<file path="src/inc/oejs_pkg.sv">
// Constants for the analogue output enable and jack switch control block.
// Assumes a 16-bit register port with 7-bit addresses and one 25 MHz clock.
package oejs_pkg;

   // Register port geometry
   localparam int ADDR_W = 7;
   localparam int DATA_W = 16;

   // Register addresses
   localparam logic [6:0] ADR_POWER_MANAGEMENT_ONE = 7'h01;
   localparam logic [6:0] ADR_POWER_MANAGEMENT_THREE = 7'h03;
   localparam logic [6:0] ADR_ADDITIONAL_CONTROL = 7'h07;
   localparam logic [6:0] ADR_SWITCH_PIN_CONTROL = 7'h08;
   localparam logic [6:0] ADR_OUTPUT_CONTROL = 7'h31;
   localparam logic [6:0] ADR_MONO_MIXER_CONTROL = 7'h38;
   localparam logic [6:0] ADR_EVENT_STATUS = 7'h3a;
   localparam logic [6:0] ADR_EVENT_MASK = 7'h3b;

   // Power management one fields
   localparam int BIT_AMP_BIAS_ON = 3;
   localparam int BIT_MIDRAIL_BUFFER_ON = 2;

   // Power management three fields
   localparam int BIT_SINGLE_OUT_ON = 7;
   localparam int BIT_SPK_NEG_ON = 6;
   localparam int BIT_SPK_POS_ON = 5;
   localparam int BIT_SINGLE_MIXER_ON = 3;
   localparam int BIT_SPK_MIXER_ON = 2;

   // Additional control fields
   localparam int BIT_SLOW_TICK_ON = 0;

   // Switch pin control fields
   localparam int PFS_LSB = 0;
   localparam int PFS_W = 3;
   localparam int BIT_SWITCH_PIN_INVERT = 3;
   localparam logic [2:0] PFS_OUTPUT_SWITCH = 3'h1;
   localparam logic [2:0] PFS_RESET = 3'h0;

   // Output control fields
   localparam int BIT_TIEOFF_RES_SEL = 0;
   localparam int BIT_OVERTEMP_SHUTDOWN_ON = 1;
   localparam logic OVERTEMP_SHUTDOWN_RESET = 1'b1;

   // Mono mixer control fields
   localparam int BIT_BYPASS_ATTEN_SINGLE = 7;
   localparam int BIT_SINGLE_OUT_SILENCE = 6;
   localparam int BIT_AUX_TO_SINGLE_SEL = 2;
   localparam int BIT_BYPASS_TO_SINGLE_SEL = 1;
   localparam int BIT_DAC_TO_SINGLE_SEL = 0;

   // Event status and mask fields
   localparam int EVT_W = 2;
   localparam int EVT_OVERTEMP = 0;
   localparam int EVT_SWITCH_CHANGE = 1;

   // Slow tick period is two to this power master clock periods
   localparam int SLOW_DIV_LOG2 = 21;

   // Register reset value
   localparam logic [15:0] REG_ZERO = 16'h0000;

endpackage

</file>
<file path="src/verilog/oejs_debounce.sv">
// Debouncer for the output switch pin.
// Assumes the pin is asynchronous and that tick_i is a one-cycle enable pulse.
`timescale 1ns/1ps
`default_nettype none
module oejs_debounce (
   input wire logic clk_i,
   input wire logic srst_i,
   input wire logic pin_i,
   input wire logic tick_i,
   output logic level_o
);
   logic meta_ff;
   logic sync_ff;
   logic sample_ff;
   logic level_ff;

   // Two flip-flops before anything looks at the pin
   always_ff @(posedge clk_i) begin
      if (srst_i) begin
         meta_ff <= 1'b0;
         sync_ff <= 1'b0;
      end else begin
         meta_ff <= pin_i;
         sync_ff <= meta_ff;
      end
   end

   // New level only after two equal samples on consecutive ticks
   always_ff @(posedge clk_i) begin
      if (srst_i) begin
         sample_ff <= 1'b0;
         level_ff <= 1'b0;
      end else if (tick_i) begin
         sample_ff <= sync_ff;
         if (sync_ff == sample_ff) begin
            level_ff <= sample_ff;
         end
      end
   end

   assign level_o = level_ff;
endmodule
`default_nettype wire

</file>
<file path="src/verilog/oejs_top.sv">
// Output stage enables, mono mixer settings and jack driven output switch.
// Assumes a single 25 MHz clock, a synchronous reset and a strobed register port.
// Function
// DAC, bypass and aux feed the mono mixer when bits 0,1,2 set; reset 0.
// Bit 7 of mono mixer control attenuates bypass by 10 dB; reset 0.
// Bit 6 mutes mono output to mid-rail level only; reset 0.
// Power management three holds output and mixer enables; all reset off.
// Power management one holds amp bias bit 3, mid-rail buffer bit 2.
// Software should not enable outputs while the mid-rail buffer is off.
// Output control bit 0 picks 1k or 30k tie-off; reset 1k.
// Disabled outputs get the tie-off; enabled outputs drive actively.
// Two-wire mode with pin function 001 makes the pin a switch input.
// Invert bit set flips the sensed switch pin level.
// Level 0 gates speakers on, level 1 gates mono on, each if enabled.
// Software enables speakers and mono before relying on the switch.
// The switch pin is debounced in switch mode.
// Debounce runs on a slow power-of-two tick, only while enabled.
// Output control bit 1 enables thermal shutdown; reset 1.
// Over-temperature assertion raises an interrupt event.
// Additional control bit 0 enables the slow tick; reset 0.
// A new pin level needs equal samples on two consecutive ticks.
//
// The strobed register port was chosen for this implementation.
`timescale 1ns/1ps
`default_nettype none
module oejs_top #(
   parameter int SLOW_DIV_LOG2 = oejs_pkg::SLOW_DIV_LOG2
) (
   // Clock and reset
   input wire logic CLOCK_I,
   input wire logic SRST_I,
   // Register port
   input wire logic [oejs_pkg::ADDR_W-1:0] ADDR_I,
   input wire logic [oejs_pkg::DATA_W-1:0] WDATA_I,
   input wire logic WR_I,
   input wire logic RD_I,
   output logic [oejs_pkg::DATA_W-1:0] RDATA_O,
   // Pins and analogue status
   input wire logic SELECT_OR_SWITCH_PIN_I,
   input wire logic TWO_WIRE_MODE_I,
   input wire logic OVERTEMP_I,
   // Mono mixer controls
   output logic DAC_TO_SINGLE_SEL_O,
   output logic BYPASS_TO_SINGLE_SEL_O,
   output logic AUX_TO_SINGLE_SEL_O,
   output logic BYPASS_ATTEN_SINGLE_O,
   output logic SINGLE_OUT_SILENCE_O,
   // Power controls
   output logic AMP_BIAS_ON_O,
   output logic MIDRAIL_BUFFER_ON_O,
   output logic SINGLE_MIXER_ON_O,
   output logic SPK_MIXER_ON_O,
   // Output stage drive, low means resistive tie-off; then the tie-off resistor select
   output logic SINGLE_LINE_OUT_DRIVE_O,
   output logic SPEAKER_POS_DRIVE_O,
   output logic SPEAKER_NEG_DRIVE_O,
   output logic TIEOFF_RES_SEL_O,
   // Thermal, slow tick enable and interrupt
   output logic OVERTEMP_SHUTDOWN_ON_O,
   output logic SLOW_TICK_ON_O,
   output logic IRQ_O
);
   // Software state
   logic amp_bias_on_ff;
   logic midrail_buffer_on_ff;
   logic single_out_on_ff;
   logic spk_neg_on_ff;
   logic spk_pos_on_ff;
   logic single_mixer_on_ff;
   logic spk_mixer_on_ff;
   logic slow_tick_on_ff;
   logic [oejs_pkg::PFS_W-1:0] pin_function_sel_ff;
   logic switch_pin_invert_ff;
   logic tieoff_res_sel_ff;
   logic overtemp_shutdown_on_ff;
   logic bypass_atten_single_ff;
   logic single_out_silence_ff;
   logic aux_to_single_sel_ff;
   logic bypass_to_single_sel_ff;
   logic dac_to_single_sel_ff;
   logic [oejs_pkg::EVT_W-1:0] evt_status_ff;
   logic [oejs_pkg::EVT_W-1:0] evt_mask_ff;
   logic [oejs_pkg::DATA_W-1:0] rdata_ff;
   logic [oejs_pkg::DATA_W-1:0] nxt_rdata;

   // Derived state
   logic [SLOW_DIV_LOG2-1:0] div_ff;
   logic tick_ff;
   logic mode_meta_ff;
   logic mode_sync_ff;
   logic ot_meta_ff;
   logic ot_sync_ff;
   logic ot_prev_ff;
   logic pin_level;
   logic eff_level_ff;
   logic eff_valid_ff;
   logic switch_mode;
   logic eff_level;
   logic nxt_spk_pos;
   logic nxt_spk_neg;
   logic nxt_single;
   logic ot_shutdown;
   logic [oejs_pkg::EVT_W-1:0] evt_set;
   logic status_rd;
   logic wr_pm1;
   logic wr_pm3;
   logic wr_add;
   logic wr_pin;
   logic wr_out;
   logic wr_mix;
   logic wr_mask;
   logic out_pos_ff;
   logic out_neg_ff;
   logic out_single_ff;
   logic irq_ff;

   // Address decode for writes and the status read
   assign wr_pm1 = WR_I && (ADDR_I == oejs_pkg::ADR_POWER_MANAGEMENT_ONE);
   assign wr_pm3 = WR_I && (ADDR_I == oejs_pkg::ADR_POWER_MANAGEMENT_THREE);
   assign wr_add = WR_I && (ADDR_I == oejs_pkg::ADR_ADDITIONAL_CONTROL);
   assign wr_pin = WR_I && (ADDR_I == oejs_pkg::ADR_SWITCH_PIN_CONTROL);
   assign wr_out = WR_I && (ADDR_I == oejs_pkg::ADR_OUTPUT_CONTROL);
   assign wr_mix = WR_I && (ADDR_I == oejs_pkg::ADR_MONO_MIXER_CONTROL);
   assign wr_mask = WR_I && (ADDR_I == oejs_pkg::ADR_EVENT_MASK);
   assign status_rd = RD_I && (ADDR_I == oejs_pkg::ADR_EVENT_STATUS);

   // Power management one
   always_ff @(posedge CLOCK_I) begin
      if (SRST_I) begin
         amp_bias_on_ff <= 1'b0;
         midrail_buffer_on_ff <= 1'b0;
      end else if (wr_pm1) begin
         amp_bias_on_ff <= WDATA_I[oejs_pkg::BIT_AMP_BIAS_ON];
         midrail_buffer_on_ff <= WDATA_I[oejs_pkg::BIT_MIDRAIL_BUFFER_ON];
      end
   end

   // Power management three; enabling with the buffer off is allowed, only unwise
   always_ff @(posedge CLOCK_I) begin
      if (SRST_I) begin
         single_out_on_ff <= 1'b0;
         spk_neg_on_ff <= 1'b0;
         spk_pos_on_ff <= 1'b0;
         single_mixer_on_ff <= 1'b0;
         spk_mixer_on_ff <= 1'b0;
      end else if (wr_pm3) begin
         single_out_on_ff <= WDATA_I[oejs_pkg::BIT_SINGLE_OUT_ON];
         spk_neg_on_ff <= WDATA_I[oejs_pkg::BIT_SPK_NEG_ON];
         spk_pos_on_ff <= WDATA_I[oejs_pkg::BIT_SPK_POS_ON];
         single_mixer_on_ff <= WDATA_I[oejs_pkg::BIT_SINGLE_MIXER_ON];
         spk_mixer_on_ff <= WDATA_I[oejs_pkg::BIT_SPK_MIXER_ON];
      end
   end

   // Additional control
   always_ff @(posedge CLOCK_I) begin
      if (SRST_I) begin
         slow_tick_on_ff <= 1'b0;
      end else if (wr_add) begin
         slow_tick_on_ff <= WDATA_I[oejs_pkg::BIT_SLOW_TICK_ON];
      end
   end

   // Switch pin function and polarity
   always_ff @(posedge CLOCK_I) begin
      if (SRST_I) begin
         pin_function_sel_ff <= oejs_pkg::PFS_RESET;
         switch_pin_invert_ff <= 1'b0;
      end else if (wr_pin) begin
         pin_function_sel_ff <= WDATA_I[oejs_pkg::PFS_LSB +: oejs_pkg::PFS_W];
         switch_pin_invert_ff <= WDATA_I[oejs_pkg::BIT_SWITCH_PIN_INVERT];
      end
   end

   // Output control
   always_ff @(posedge CLOCK_I) begin
      if (SRST_I) begin
         tieoff_res_sel_ff <= 1'b0;
         overtemp_shutdown_on_ff <= oejs_pkg::OVERTEMP_SHUTDOWN_RESET;
      end else if (wr_out) begin
         tieoff_res_sel_ff <= WDATA_I[oejs_pkg::BIT_TIEOFF_RES_SEL];
         overtemp_shutdown_on_ff <= WDATA_I[oejs_pkg::BIT_OVERTEMP_SHUTDOWN_ON];
      end
   end

   // Mono mixer control
   always_ff @(posedge CLOCK_I) begin
      if (SRST_I) begin
         bypass_atten_single_ff <= 1'b0;
         single_out_silence_ff <= 1'b0;
         aux_to_single_sel_ff <= 1'b0;
         bypass_to_single_sel_ff <= 1'b0;
         dac_to_single_sel_ff <= 1'b0;
      end else if (wr_mix) begin
         bypass_atten_single_ff <= WDATA_I[oejs_pkg::BIT_BYPASS_ATTEN_SINGLE];
         single_out_silence_ff <= WDATA_I[oejs_pkg::BIT_SINGLE_OUT_SILENCE];
         aux_to_single_sel_ff <= WDATA_I[oejs_pkg::BIT_AUX_TO_SINGLE_SEL];
         bypass_to_single_sel_ff <= WDATA_I[oejs_pkg::BIT_BYPASS_TO_SINGLE_SEL];
         dac_to_single_sel_ff <= WDATA_I[oejs_pkg::BIT_DAC_TO_SINGLE_SEL];
      end
   end

   // Event mask
   always_ff @(posedge CLOCK_I) begin
      if (SRST_I) begin
         evt_mask_ff <= '0;
      end else if (wr_mask) begin
         evt_mask_ff <= WDATA_I[oejs_pkg::EVT_W-1:0];
      end
   end

   // Slow tick divider; the counter clears while disabled so no tick escapes
   always_ff @(posedge CLOCK_I) begin
      if (SRST_I) begin
         div_ff <= '0;
         tick_ff <= 1'b0;
      end else if (slow_tick_on_ff) begin
         div_ff <= div_ff + 1'b1;
         tick_ff <= &div_ff;
      end else begin
         div_ff <= '0;
         tick_ff <= 1'b0;
      end
   end

   oejs_debounce u_debounce (
      .clk_i(CLOCK_I),
      .srst_i(SRST_I),
      .pin_i(SELECT_OR_SWITCH_PIN_I),
      .tick_i(tick_ff),
      .level_o(pin_level)
   );

   // Interface mode strap and over-temperature level both arrive asynchronously
   always_ff @(posedge CLOCK_I) begin
      if (SRST_I) begin
         mode_meta_ff <= 1'b0;
         mode_sync_ff <= 1'b0;
         ot_meta_ff <= 1'b0;
         ot_sync_ff <= 1'b0;
         ot_prev_ff <= 1'b0;
      end else begin
         mode_meta_ff <= TWO_WIRE_MODE_I;
         mode_sync_ff <= mode_meta_ff;
         ot_meta_ff <= OVERTEMP_I;
         ot_sync_ff <= ot_meta_ff;
         ot_prev_ff <= ot_sync_ff;
      end
   end

   assign switch_mode = mode_sync_ff && (pin_function_sel_ff == oejs_pkg::PFS_OUTPUT_SWITCH);
   assign eff_level = pin_level ^ switch_pin_invert_ff;
   // Shutdown only ever removes speaker drive; mono line load is small
   assign ot_shutdown = overtemp_shutdown_on_ff && ot_sync_ff;

   // Output gating: switch only gates what software already enabled
   always_comb begin
      nxt_spk_pos = spk_pos_on_ff;
      nxt_spk_neg = spk_neg_on_ff;
      nxt_single = single_out_on_ff;
      if (switch_mode) begin
         nxt_spk_pos = spk_pos_on_ff && !eff_level;
         nxt_spk_neg = spk_neg_on_ff && !eff_level;
         nxt_single = single_out_on_ff && eff_level;
      end
      if (ot_shutdown) begin
         nxt_spk_pos = 1'b0;
         nxt_spk_neg = 1'b0;
      end
   end

   // Drive flags; a low flag means the selected tie-off resistor holds the pin
   always_ff @(posedge CLOCK_I) begin
      if (SRST_I) begin
         out_pos_ff <= 1'b0;
         out_neg_ff <= 1'b0;
         out_single_ff <= 1'b0;
      end else begin
         out_pos_ff <= nxt_spk_pos;
         out_neg_ff <= nxt_spk_neg;
         out_single_ff <= nxt_single;
      end
   end

   // Switch level change is seen only while the pin acts as a switch
   always_ff @(posedge CLOCK_I) begin
      if (SRST_I) begin
         eff_level_ff <= 1'b0;
         eff_valid_ff <= 1'b0;
      end else begin
         eff_level_ff <= eff_level;
         eff_valid_ff <= switch_mode;
      end
   end

   always_comb begin
      evt_set = '0;
      evt_set[oejs_pkg::EVT_OVERTEMP] = ot_sync_ff && !ot_prev_ff;
      evt_set[oejs_pkg::EVT_SWITCH_CHANGE] = switch_mode && eff_valid_ff && (eff_level != eff_level_ff);
   end

   // Sticky status: read clears, a new event in the same cycle wins
   always_ff @(posedge CLOCK_I) begin
      if (SRST_I) begin
         evt_status_ff <= '0;
      end else if (status_rd) begin
         evt_status_ff <= evt_set;
      end else begin
         evt_status_ff <= evt_status_ff | evt_set;
      end
   end

   always_ff @(posedge CLOCK_I) begin
      if (SRST_I) begin
         irq_ff <= 1'b0;
      end else begin
         irq_ff <= |(evt_status_ff & evt_mask_ff);
      end
   end

   // Read mux; unmapped addresses and reserved bits read zero
   always_comb begin
      nxt_rdata = oejs_pkg::REG_ZERO;
      unique case (ADDR_I)
         oejs_pkg::ADR_POWER_MANAGEMENT_ONE: begin
            nxt_rdata[oejs_pkg::BIT_AMP_BIAS_ON] = amp_bias_on_ff;
            nxt_rdata[oejs_pkg::BIT_MIDRAIL_BUFFER_ON] = midrail_buffer_on_ff;
         end
         oejs_pkg::ADR_POWER_MANAGEMENT_THREE: begin
            nxt_rdata[oejs_pkg::BIT_SINGLE_OUT_ON] = single_out_on_ff;
            nxt_rdata[oejs_pkg::BIT_SPK_NEG_ON] = spk_neg_on_ff;
            nxt_rdata[oejs_pkg::BIT_SPK_POS_ON] = spk_pos_on_ff;
            nxt_rdata[oejs_pkg::BIT_SINGLE_MIXER_ON] = single_mixer_on_ff;
            nxt_rdata[oejs_pkg::BIT_SPK_MIXER_ON] = spk_mixer_on_ff;
         end
         oejs_pkg::ADR_ADDITIONAL_CONTROL: begin
            nxt_rdata[oejs_pkg::BIT_SLOW_TICK_ON] = slow_tick_on_ff;
         end
         oejs_pkg::ADR_SWITCH_PIN_CONTROL: begin
            nxt_rdata[oejs_pkg::PFS_LSB +: oejs_pkg::PFS_W] = pin_function_sel_ff;
            nxt_rdata[oejs_pkg::BIT_SWITCH_PIN_INVERT] = switch_pin_invert_ff;
         end
         oejs_pkg::ADR_OUTPUT_CONTROL: begin
            nxt_rdata[oejs_pkg::BIT_TIEOFF_RES_SEL] = tieoff_res_sel_ff;
            nxt_rdata[oejs_pkg::BIT_OVERTEMP_SHUTDOWN_ON] = overtemp_shutdown_on_ff;
         end
         oejs_pkg::ADR_MONO_MIXER_CONTROL: begin
            nxt_rdata[oejs_pkg::BIT_BYPASS_ATTEN_SINGLE] = bypass_atten_single_ff;
            nxt_rdata[oejs_pkg::BIT_SINGLE_OUT_SILENCE] = single_out_silence_ff;
            nxt_rdata[oejs_pkg::BIT_AUX_TO_SINGLE_SEL] = aux_to_single_sel_ff;
            nxt_rdata[oejs_pkg::BIT_BYPASS_TO_SINGLE_SEL] = bypass_to_single_sel_ff;
            nxt_rdata[oejs_pkg::BIT_DAC_TO_SINGLE_SEL] = dac_to_single_sel_ff;
         end
         oejs_pkg::ADR_EVENT_STATUS: begin
            nxt_rdata[oejs_pkg::EVT_W-1:0] = evt_status_ff;
         end
         oejs_pkg::ADR_EVENT_MASK: begin
            nxt_rdata[oejs_pkg::EVT_W-1:0] = evt_mask_ff;
         end
         default: begin
            nxt_rdata = oejs_pkg::REG_ZERO;
         end
      endcase
   end

   // Read data is valid only in the cycle after the strobe
   always_ff @(posedge CLOCK_I) begin
      if (SRST_I) begin
         rdata_ff <= oejs_pkg::REG_ZERO;
      end else if (RD_I) begin
         rdata_ff <= nxt_rdata;
      end else begin
         rdata_ff <= oejs_pkg::REG_ZERO;
      end
   end

   // Outputs, all from flip-flops
   assign RDATA_O = rdata_ff;
   assign DAC_TO_SINGLE_SEL_O = dac_to_single_sel_ff;
   assign BYPASS_TO_SINGLE_SEL_O = bypass_to_single_sel_ff;
   assign AUX_TO_SINGLE_SEL_O = aux_to_single_sel_ff;
   assign BYPASS_ATTEN_SINGLE_O = bypass_atten_single_ff;
   assign SINGLE_OUT_SILENCE_O = single_out_silence_ff;
   assign AMP_BIAS_ON_O = amp_bias_on_ff;
   assign MIDRAIL_BUFFER_ON_O = midrail_buffer_on_ff;
   assign SINGLE_MIXER_ON_O = single_mixer_on_ff;
   assign SPK_MIXER_ON_O = spk_mixer_on_ff;
   assign SINGLE_LINE_OUT_DRIVE_O = out_single_ff;
   assign SPEAKER_POS_DRIVE_O = out_pos_ff;
   assign SPEAKER_NEG_DRIVE_O = out_neg_ff;
   assign TIEOFF_RES_SEL_O = tieoff_res_sel_ff;
   assign OVERTEMP_SHUTDOWN_ON_O = overtemp_shutdown_on_ff;
   assign SLOW_TICK_ON_O = slow_tick_on_ff;
   assign IRQ_O = irq_ff;
endmodule
`default_nettype wire

</file>
<file path="config.mk">
export PLATFORM = sky130hd
export DESIGN_NAME = oejs_top
export DESIGN_NICKNAME = d
export VERILOG_FILES = /design/src/inc/oejs_pkg.sv /design/src/verilog/oejs_debounce.sv /design/src/verilog/oejs_top.sv
export SDC_FILE = /design/constraint.sdc
export NUM_CORES = 1
export LEC_CHECK = 0
export ABC_AREA = 0
export BUFFER_PORTS_ARGS = -buffer_cell sky130_fd_sc_hd__buf_2
export CORE_MARGIN = 2
export CORE_UTILIZATION = 54
export DETAILED_ROUTE_END_ITERATION = 10
export HOLD_SLACK_MARGIN = 0.06
export PLACE_DENSITY = 0.79
export SETUP_SLACK_MARGIN = 0.1
export SLEW_MARGIN = 20
export SYNTH_ARGS = -nofsm -noshare
export SYNTH_HDL_FRONTEND = slang
export SYNTH_HIERARCHICAL = 1
export SYNTH_SLANG_ARGS = --single-unit
</file>
<file path="constraint.sdc">
create_clock -name CLOCK_I -period 2.1 [get_ports CLOCK_I]
set_clock_uncertainty 0.1 [all_clocks]
set_input_delay 0.21 -clock CLOCK_I [delete_from_list [all_inputs] [get_ports CLOCK_I]]
set_output_delay 0.21 -clock CLOCK_I [all_outputs]
set_load 0.05 [all_outputs]
</file>
==> out/qor.json, run 1 <==
{
  "outcome": "complete, no violations",
  "dpl-instance-area_um2": 3200,
  "cts_root_buf": "clkbuf_8",
  "worstRegToRegCells": 4,
  "grt_start_max_net_pins": 26,
  "relSlewSlack_pct": 57.6,
  "ys_seq_area_share_pct": 45.9,
  "fp.dieH_um": 77.6,
  "ys_types": 52,
  "global_route.overflow_total": 0,
  "synth.most_common_cell": "dfxtp_1",
  "comb_power_share_pct": 5.9,
  "die_w_um": 77.6,
  "rsz0062_at_grt": "no",
  "synth.area.top_cells": "dfxtp_1 (46%), nor2_1 (5.7%), mux2i_1 (4.1%), a21oi_1 (3.4%), nand2_1 (2.8%)",
  "area.growth.synth_to_final_pct": 20.7,
  "initialDrtViolationCount": 227,
  "startpoint_type": "flip-flop",
  "gp_routability_congestion": 0.867,
  "cp.required_ns": 2.28,
  "hold_path.startpoint": "RD_I",
  "setup-violations-final": 0,
  "starting_density_of_the_core_pct": 56.5,
  "worst_setup_path_startpoint": "div_ff[5]",
  "hold_path.class": "primary input to flip-flop",
  "finalSetupTns_ns": 0,
  "wp_buf_inv": 0,
  "peakVddDrop_uv": 689,
  "routed_wirelength_normalized_by_instance_count_um": 13.5,
  "final_util_pct": 68.2,
  "fin_total_pwr_mw": 2.64,
  "hold_viol": 0,
  "r2r_startpoint": "div_ff[5]",
  "critPathCaptureType": "flip-flop",
  "max_freq_ghz": 0.573,
  "synthFlopType": "dfxtp_1",
  "deepest_level_of_the_cts_h_tree": 3,
  "grt_antenna_before_repair": 0,
  "clock_power_share_pct": 45.5,
  "final_design_area_no_fill_um2": 3530,
  "drive_gt1_share_pct": 19.9,
  "worst_skew_pair.late_latency_ns": 0.35,
  "cts_resized": 0,
  "tcrit_tclk_final_pct": 83.0,
  "slew_limit_fails": 0,
  "clockBufferDepth": 2,
  "clk_transition_reported_paths_ns": 0.08,
  "placement.io_buffers": 43,
  "cap_violations": 0,
  "critical-path-top-delay-family": "simple AND/OR/NAND/NOR gates",
  "timing.hold.worst_path_depth": 2,
  "count_of_flip_flops_with_a_built_in_enable_after_synthesis": 0,
  "powerDensity_nw_per_um2": 748,
  "crit_fanout": 7,
  "synth_top_cell_by_area": "dfxtp_1",
  "final_net_count": 413,
  "antenna-diode-count": 0,
  "vias_in_the_first_global_route": 2308,
  "power_switching_share_pct": 23.0,
  "synth_async_sr_flop_share_pct": 0,
  "cp_slowest_stage_delay_ns": 0.43,
  "gr-usage-all-layers_pct": 22.0,
  "core_region_area_um2": 5170,
  "worst-setup-path-type": "flip-flop to flip-flop",
  "antenna_left": 0,
  "place_hpwl_um": 4270,
  "p_leak_nw": 1.37,
  "critical_path_cell_count": 4,
  "filler_cell_count": 448,
  "drt_drc_violations_left": 0,
  "finalWorstPathRequiredPeriod_ns": 1.74,
  "power_switching_uw": 605,
  "seq_power_share_pct": 48.6,
  "yosys_warnings": 6,
  "drt_wl_total_um": 6170,
  "first_pass_iters": 4,
  "yosys.area.top_type_share_pct": 45.9,
  "die-area_um2": 6010,
  "clock_tree_from_tritoncts": "built",
  "total_vias_in_the_final_route": 2471,
  "arrival_time_of_data_at_the_critical_path_endpoint_ns": 1.93,
  "cts-buffers-inserted": 9,
  "synth.ff_latch_count": 67,
  "synth.cell_area_um2": 2920,
  "cpMaxStageDelayCell": "dfxtp_1",
  "power_report.internal_total_mw": 2.03,
  "clock_sink_count": 67,
  "top_level_ports": 62,
  "syn-instance-count": 321,
  "worst_slew_pin_slew_ns": 0.627,
  "grt_pass1_wl_um": 10400,
  "placement_rows": 26,
  "synth_top_cells_by_count": "dfxtp_1 (67), nor2_1 (44), nand2_1 (22), a21oi_1 (20), nand3_1 (14)",
  "worstPathCellList": "and4_1 -> nand4_1 -> or3_1 -> a21oi_1",
  "synthesis.area_per_instance_um2": 9.10,
  "per_cell_via_count_in_the_routed_design": 5.41
}
==> flip-flops by register name, indices dropped and copies added, names as in the netlist, 2 cells and up <==
signal	cells
div_ff	21
evt_status_ff	2
evt_mask_ff	2
pin_function_sel_ff	3
RDATA_O	7
==> what timing repair did <==
| action | CTS | global route |
|---|---|---|
| hold endpoints to repair | 16 | 0 |
| setup buffers | 0 | 0 |
| hold buffers | 10 | 0 |
==> cell families after synthesis <==
logic type | after synthesis | share of synthesized area [%]
buffers and inverters | 27 | 5.48
multiplexers | 13 | 4.50
other | 1 | 0.128
adder cells (fa/ha/maj) | 1 | 0.428
AO/OA/AOI/OAI | 45 | 10.0
flip-flops | 67 | 45.9
AND/OR/NAND/NOR | 151 | 28.7
XOR/XNOR | 16 | 4.80
==> path summary, 6_finish.rpt <==
check,end,slack (ns)
hold / removal,RDATA_O[5],0.08
setup / recovery,div_ff[18],0.36
setup reg to reg,div_ff[18],0.36
hold reg to reg,mode_sync_ff,0.34
==> per-stage QoR <==
step | std cells | setup slack, ns | hold slack [ns]
after floorplan | 329 | 0.318 | 0.182
after global placement | 431 | 0.308 | 0.319
after detailed placement | 431 | 0.299 | 0.325
after CTS | 457 | 0.361 | 0.0699
after global routing | 457 | 0.223 | 0.0830
final | 457 | 0.356 | 0.0828
==> metal layers <==
metal	vias up	track usage [%]	part of all wire [%]	wire length [um]
li1	1237	-	-	-
met1	1139	27.6	45	2750
met2	84	36.3	47	2910
met3	11	4.30	6.3	386
met4	0	10.7	2.0	124
met5	-	0	0	0
==> power by group through the flow <==
stage	combinational (mW)	clock (mW)	sequential, mW
after global routing	0.168	1.29	1.28
after global placement	0.137	0	1.31
after floorplan	0.107	0	1.31
after detailed placement	0.139	0	1.31
final	0.155	1.20	1.28
after CTS	0.154	1.22	1.28
==> layout make-up <==
cell class	count	area, um2	area share, %
Clock buffer	10	138	3.90
Clock inverter	6	88.8	2.52
Inverter	4	15.0	0.426
Multi-Input combinational cell	235	1450	41.1
Sequential cell	67	1340	38.0
Tap cell	70	87.6	2.48
Timing Repair Buffer	65	405	11.5
==> placed cells by master, fill, tap and decap left out, drive strengths merged, types with 7 or more instances in the layout <==
cell type    instances
xnor2                8
buf                 55
conb                 9
dfxtp               67
nor3                 7
a21oi               20
nand2               22
nor2b               11
dlygate4sd3         10
mux2i               12
nand2b               8
nand4                9
o21ai                8
nand3               14
clkbuf              10
xor2                 8
nor2                44
No activity file was read; power rests on OpenSTA's default activity.
==> run 2: changes to the inputs <==
clock period = 1.7 ns   (was 2.1 ns; I/O delays follow)
==> run 2 against run 1 <==
Hold slack improved by 0.0096 ns. Sequential power rose by 23%. Global-route usage grew 0.87 points. Maximum frequency grew 12%. Largest cell class unchanged. Count of clock-buffer cells in the layout rose by 3. Combinational power is 36% higher.
==> out/qor.json, run 2 (synthesized netlist as in run 1, its figures left out) <==
{
  "critPathCaptureType": "flip-flop",
  "cts-buffers-inserted": 9,
  "core_region_area_um2": 5170,
  "clock_power_share_pct": 44.1,
  "placement.io_buffers": 43,
  "post_place_setup_slack_ns": -0.0492,
  "powerDensity_nw_per_um2": 858,
  "largest_register_ffs": 21,
  "layout_commonest_cell": "dfxtp_1",
  "max_freq_ghz": 0.640,
  "crit_fanout": 5,
  "power_switching_uw": 691,
  "grt_antenna_before_repair": 0,
  "biggest_register": "div_ff",
  "starting_density_of_the_core_pct": 56.5,
  "seqCellArea_um2": 1340,
  "hold_viol": 0,
  "cp.required_ns": 1.87,
  "gr-usage-all-layers_pct": 22.9,
  "deepest_level_of_the_cts_h_tree": 3,
  "antenna_left": 0,
  "tcrit_tclk_final_pct": 91.9,
  "dpl.cell_count": 454,
  "worst_skew_pair.late_latency_ns": 0.34,
  "placement_rows": 26,
  "clk_transition_reported_paths_ns": 0.07,
  "timing.reg2reg.setup_slack_ns": 0.14,
  "worst-setup-path-type": "flip-flop to flip-flop",
  "power_switching_share_pct": 21.5,
  "gp_routability_congestion": 0.918,
  "finalWorstPathRequiredPeriod_ns": 1.56,
  "finalWorstSetupSlack_ns": 0.138,
  "area.growth.synth_to_final_pct": 28.2,
  "fp.dieH_um": 77.6,
  "seq_power_share_pct": 49.3,
  "non_filler_cells_final": 483,
  "power_report.internal_total_mw": 2.52,
  "rsz0062_at_grt": "yes",
  "drt_drc_violations_left": 0,
  "place_hpwl_um": 4650,
  "top_level_ports": 62,
  "comb_power_share_pct": 6.6,
  "multi_input_combinational_cell_area_um2": 1480,
  "filler_cell_count": 404,
  "finalSetupTns_ns": 0,
  "arrival_time_of_data_at_the_critical_path_endpoint_ns": 1.73,
  "initialDrtViolationCount": 154,
  "startpoint_type": "flip-flop",
  "per_cell_via_count_in_the_routed_design": 5.38,
  "p_leak_nw": 1.50,
  "clock_sink_count": 67,
  "global_route.overflow_total": 0,
  "grt_start_max_net_pins": 22,
  "clock_tree_from_tritoncts": "built",
  "slew_limit_fails": 0,
  "first_pass_iters": 5,
  "outcome": "complete, no violations",
  "cap_violations": 0,
  "antenna-diode-count": 0,
  "dpl-instance-area_um2": 3380,
  "grt_pass1_wl_um": 11000,
  "die_w_um": 77.6,
  "peakVddDrop_uv": 565,
  "final_net_count": 440,
  "clockBufferDepth": 2,
  "cts_root_buf": "clkbuf_8",
  "setup-violations-final": 0,
  "die-area_um2": 6010,
  "hold_path.class": "primary input to flip-flop",
  "routed_wirelength_normalized_by_instance_count_um": 13.5,
  "drt_wl_total_um": 6500,
  "total_vias_in_the_final_route": 2598,
  "final_design_area_no_fill_um2": 3740,
  "layout.cells.most_common_list": "dfxtp_1 (65), nor2_1 (43), buf_2 (43), buf_4 (38), nand2_1 (22)",
  "vias_in_the_first_global_route": 2502,
  "drive_gt1_share_pct": 25.7
}
[run 2: cell types whose count changed in the layout (fill, tap and decap cells not counted), moves of 2 or more]
cell	delta
dfxtp_1	-2
buf_4	+26
clkbuf_1	+3
clkinvlp_4	-2
dfxtp_2	+2
[run 2: metal layers]
metal,vias to the layer above,routed length [um],global-route usage (%)
met2,84,3230,38.0
met4,0,125,11.3
li1,1304,-,-
met3,16,434,5.93
met1,1194,2710,27.5
met5,-,0,0
[run 2: layout make-up]
class	count	area share, %
clock buffers	13	3.98
inverters	4	0.401
multi-input cells	235	39.5
well taps	70	2.34
repair buffers	92	16.3
flip-flops and latches	67	35.9
clock inverters	2	1.60
[run 2: power by group through the flow]
stage	sequential [mW]	clock (mW)	combinational (mW)
6_report	1.58	1.42	0.211
3_3_place_gp	1.62	0	0.186
3_5_place_dp	1.62	0	0.188
5_1_grt	1.58	1.51	0.227
2_1_floorplan	1.62	0	0.134
4_1_cts	1.58	1.44	0.209
[run 2: worst paths after layout]
kind	startpoint	endpoint	depth (start not counted)
worst max-delay path	div_ff[1]	div_ff[20]	5
worst min-delay path	SRST_I	SINGLE_MIXER_ON_O	2
worst max register to register	div_ff[1]	div_ff[20]	5
worst min register to register	u_debounce/meta_ff	u_debounce/sync_ff	1
[run 2: per-stage QoR]
| step | hold WS, ns | power (mW) | utilization (%) |
|---|---|---|---|
| after floorplan | 0.142 | 1.76 | - |
| after global placement | 0.283 | 1.81 | 65.4 |
| after detailed placement | 0.285 | 1.81 | 65.4 |
| after CTS | 0.0795 | 3.24 | 71.8 |
| after global routing | 0.101 | 3.33 | 72.4 |
| final | 0.0924 | 3.21 | 72.4 |
[run 2: timing repair]
item                                    4_1_cts  5_1_grt
hold buffers                                 11        0
endpoints found under the setup margin        2        4
resized for setup                             1        4
buffers inserted                              1        2
pin swaps                                     1        2
hold endpoints to repair                     23        0
[run 2: worst max-delay path: stages (launching register included)]
cell	delay (ns)
dfxtp_2	0.35
ha_4	0.14
and4_4	0.22
nand4_1	0.18
or3_1	0.37
a21oi_1	0.14
==> run 3: changes to the inputs <==
CTS_BUF_LIST = sky130_fd_sc_hd__clkbuf_16   (was unset)
==> run 3 against run 2 <==
Die area unchanged. Routed wire length increased by 0.71%. Non-clock buffer count decreased by 2. Maximum frequency decreased by 1.5%. Total power increased by 14%. Via count increased by 1.2%. Clock power increased by 32%. Sequential share of layout area decreased by 0.75 points. Count of clock-buffer cells in the layout decreased by 4. Register-to-register slack got worse by 0.02 ns. Critical endpoint unchanged. Largest power group is now the clock network.
==> out/qor.json, run 3 (synthesized netlist as in run 1, its figures left out) <==
{
  "outcome": "complete, no violations",
  "deepest_level_of_the_cts_h_tree": 3,
  "drt_wl_total_um": 6550,
  "layout_commonest_cell": "dfxtp_1",
  "rsz0062_at_grt": "yes",
  "die_w_um": 77.6,
  "worstPathCellList": "ha_4 -> and4_4 -> nand4_1 -> or3_4 -> a21oi_2",
  "peakVddDrop_uv": 760,
  "comb_power_share_pct": 5.8,
  "top_level_ports": 62,
  "p_leak_nw": 1.54,
  "hold_viol": 0,
  "cp.required_ns": 1.86,
  "cp_slowest_stage_delay_ns": 0.41,
  "slew_limit_fails": 0,
  "wl_met2_um": 3260,
  "finalWorstPathRequiredPeriod_ns": 1.59,
  "gp_routability_congestion": 0.918,
  "non_filler_cells_final": 481,
  "fp.dieH_um": 77.6,
  "routed_wirelength_normalized_by_instance_count_um": 13.6,
  "first_pass_iters": 4,
  "initialDrtViolationCount": 177,
  "setup-violations-final": 0,
  "total_vias_in_the_final_route": 2629,
  "cap_violations": 0,
  "gr-usage-all-layers_pct": 23.9,
  "tcrit_tclk_final_pct": 93.2,
  "arrival_time_of_data_at_the_critical_path_endpoint_ns": 1.75,
  "worst-setup-path-type": "flip-flop to flip-flop",
  "antenna-diode-count": 0,
  "per_cell_via_count_in_the_routed_design": 5.47,
  "critPathCaptureType": "flip-flop",
  "drt_drc_violations_left": 0,
  "vias_in_the_first_global_route": 2555,
  "clk_transition_reported_paths_ns": 0.05,
  "max_freq_ghz": 0.631,
  "cts_root_buf": "clkbuf_16",
  "highest_layer": "met4",
  "met1_routed_wirelength_after_detailed_routing_um": 2700,
  "filler_cell_count": 386,
  "seq_power_share_pct": 43.3,
  "grt_start_max_net_pins": 22,
  "grt_pass1_wl_um": 11300,
  "global_route.overflow_total": 0,
  "biggest_register": "div_ff",
  "hold_path.class": "primary input to flip-flop",
  "dpl.cell_count": 454,
  "power_report.internal_total_mw": 2.92,
  "clockBufferDepth": 2,
  "crit_fanout": 5,
  "place_hpwl_um": 4650,
  "antenna_left": 0,
  "power_switching_uw": 750,
  "clock_sink_count": 67,
  "fin_total_pwr_mw": 3.66,
  "area.growth.synth_to_final_pct": 30.9,
  "core_region_area_um2": 5170,
  "die-area_um2": 6010,
  "clock_power_share_pct": 50.9,
  "drive_gt1_share_pct": 25.3,
  "startpoint_type": "flip-flop",
  "largest_register_ffs": 21,
  "power_switching_share_pct": 20.5,
  "placement.io_buffers": 43,
  "final_net_count": 438,
  "wl_met3_um": 395,
  "starting_density_of_the_core_pct": 56.5,
  "cpMaxStageDelayCell": "or3_4",
  "powerDensity_nw_per_um2": 958,
  "worst_skew_pair.late_latency_ns": 0.33,
  "layout.cells.most_common_list": "dfxtp_1 (65), nor2_1 (43), buf_2 (43), buf_4 (36), nand2_1 (22)",
  "grt_antenna_before_repair": 0,
  "clock_tree_from_tritoncts": "built",
  "cts-buffers-inserted": 9,
  "placement_rows": 26
}
[run 3: final timing paths]
| check | from | to | slack [ns] | cells after the start |
|---|---|---|---|---|
| worst min register to register | u_debounce/meta_ff | u_debounce/sync_ff | 0.34 | 1 |
| worst max register to register | div_ff[1] | div_ff[20] | 0.11 | 5 |
| worst max-delay path | div_ff[1] | div_ff[20] | 0.11 | 5 |
| worst min-delay path | SRST_I | SINGLE_MIXER_ON_O | 0.10 | 2 |
[run 3: repair_timing]
action / 4_1_cts / 5_1_grt
pin swaps: 3 / 1
hold buffers: 11 / 0
hold endpoints to repair: 21 / 0
endpoints found under the setup margin: 3 / 3
buffers inserted: 1 / 0
resized for setup: 3 / 3
[run 3: worst max-delay path, delay by kind of cell, from the launching register on]
| family | cells | cell delay [ns] |
|---|---|---|
| simple gates | 3 | 0.84 |
| flops | 1 | 0.34 |
| fa+ha+maj | 1 | 0.13 |
| compound gates | 1 | 0.11 |
[run 3: power by group through the flow]
stage | logic (mW) | registers, mW | clock network (mW)
after floorplan | 0.134 | 1.62 | 0
after global placement | 0.186 | 1.62 | 0
after detailed placement | 0.188 | 1.62 | 0
after CTS | 0.209 | 1.59 | 1.89
after global routing | 0.228 | 1.59 | 1.98
final | 0.211 | 1.59 | 1.87
[run 3: per-layer routing]
metal | vias to the layer above | global-route usage [%]
met1 | 1209 | 28.3
met2 | 103 | 39.1
met5 | - | 0
li1 | 1296 | -
met4 | 0 | 13.4
met3 | 21 | 6.63
[run 3: layout make-up]
type	instances	area [um2]	area share, %
inverter	4	15.0	0.393
sequential	67	1340	35.1
multi-input combinational	235	1480	38.8
timing repair buffer	90	596	15.6
clock inverter	6	75.1	1.96
tap	70	87.6	2.29
clock buffer	9	225	5.89
[run 3: metrics by stage]
stage	setup slack, ns	area, um2	hold slack [ns]	TNS [ns]	utilization, %
2_1_floorplan	-0.0232	2970	0.142	-0.108	-
3_3_place_gp	-0.0149	3380	0.283	-0.0295	65.4
3_5_place_dp	-0.0492	3380	0.285	-0.146	65.4
4_1_cts	0.0690	3810	0.104	0	73.8
5_1_grt	0.0647	3820	0.120	0	73.9
6_report	0.115	3820	0.102	0	73.9
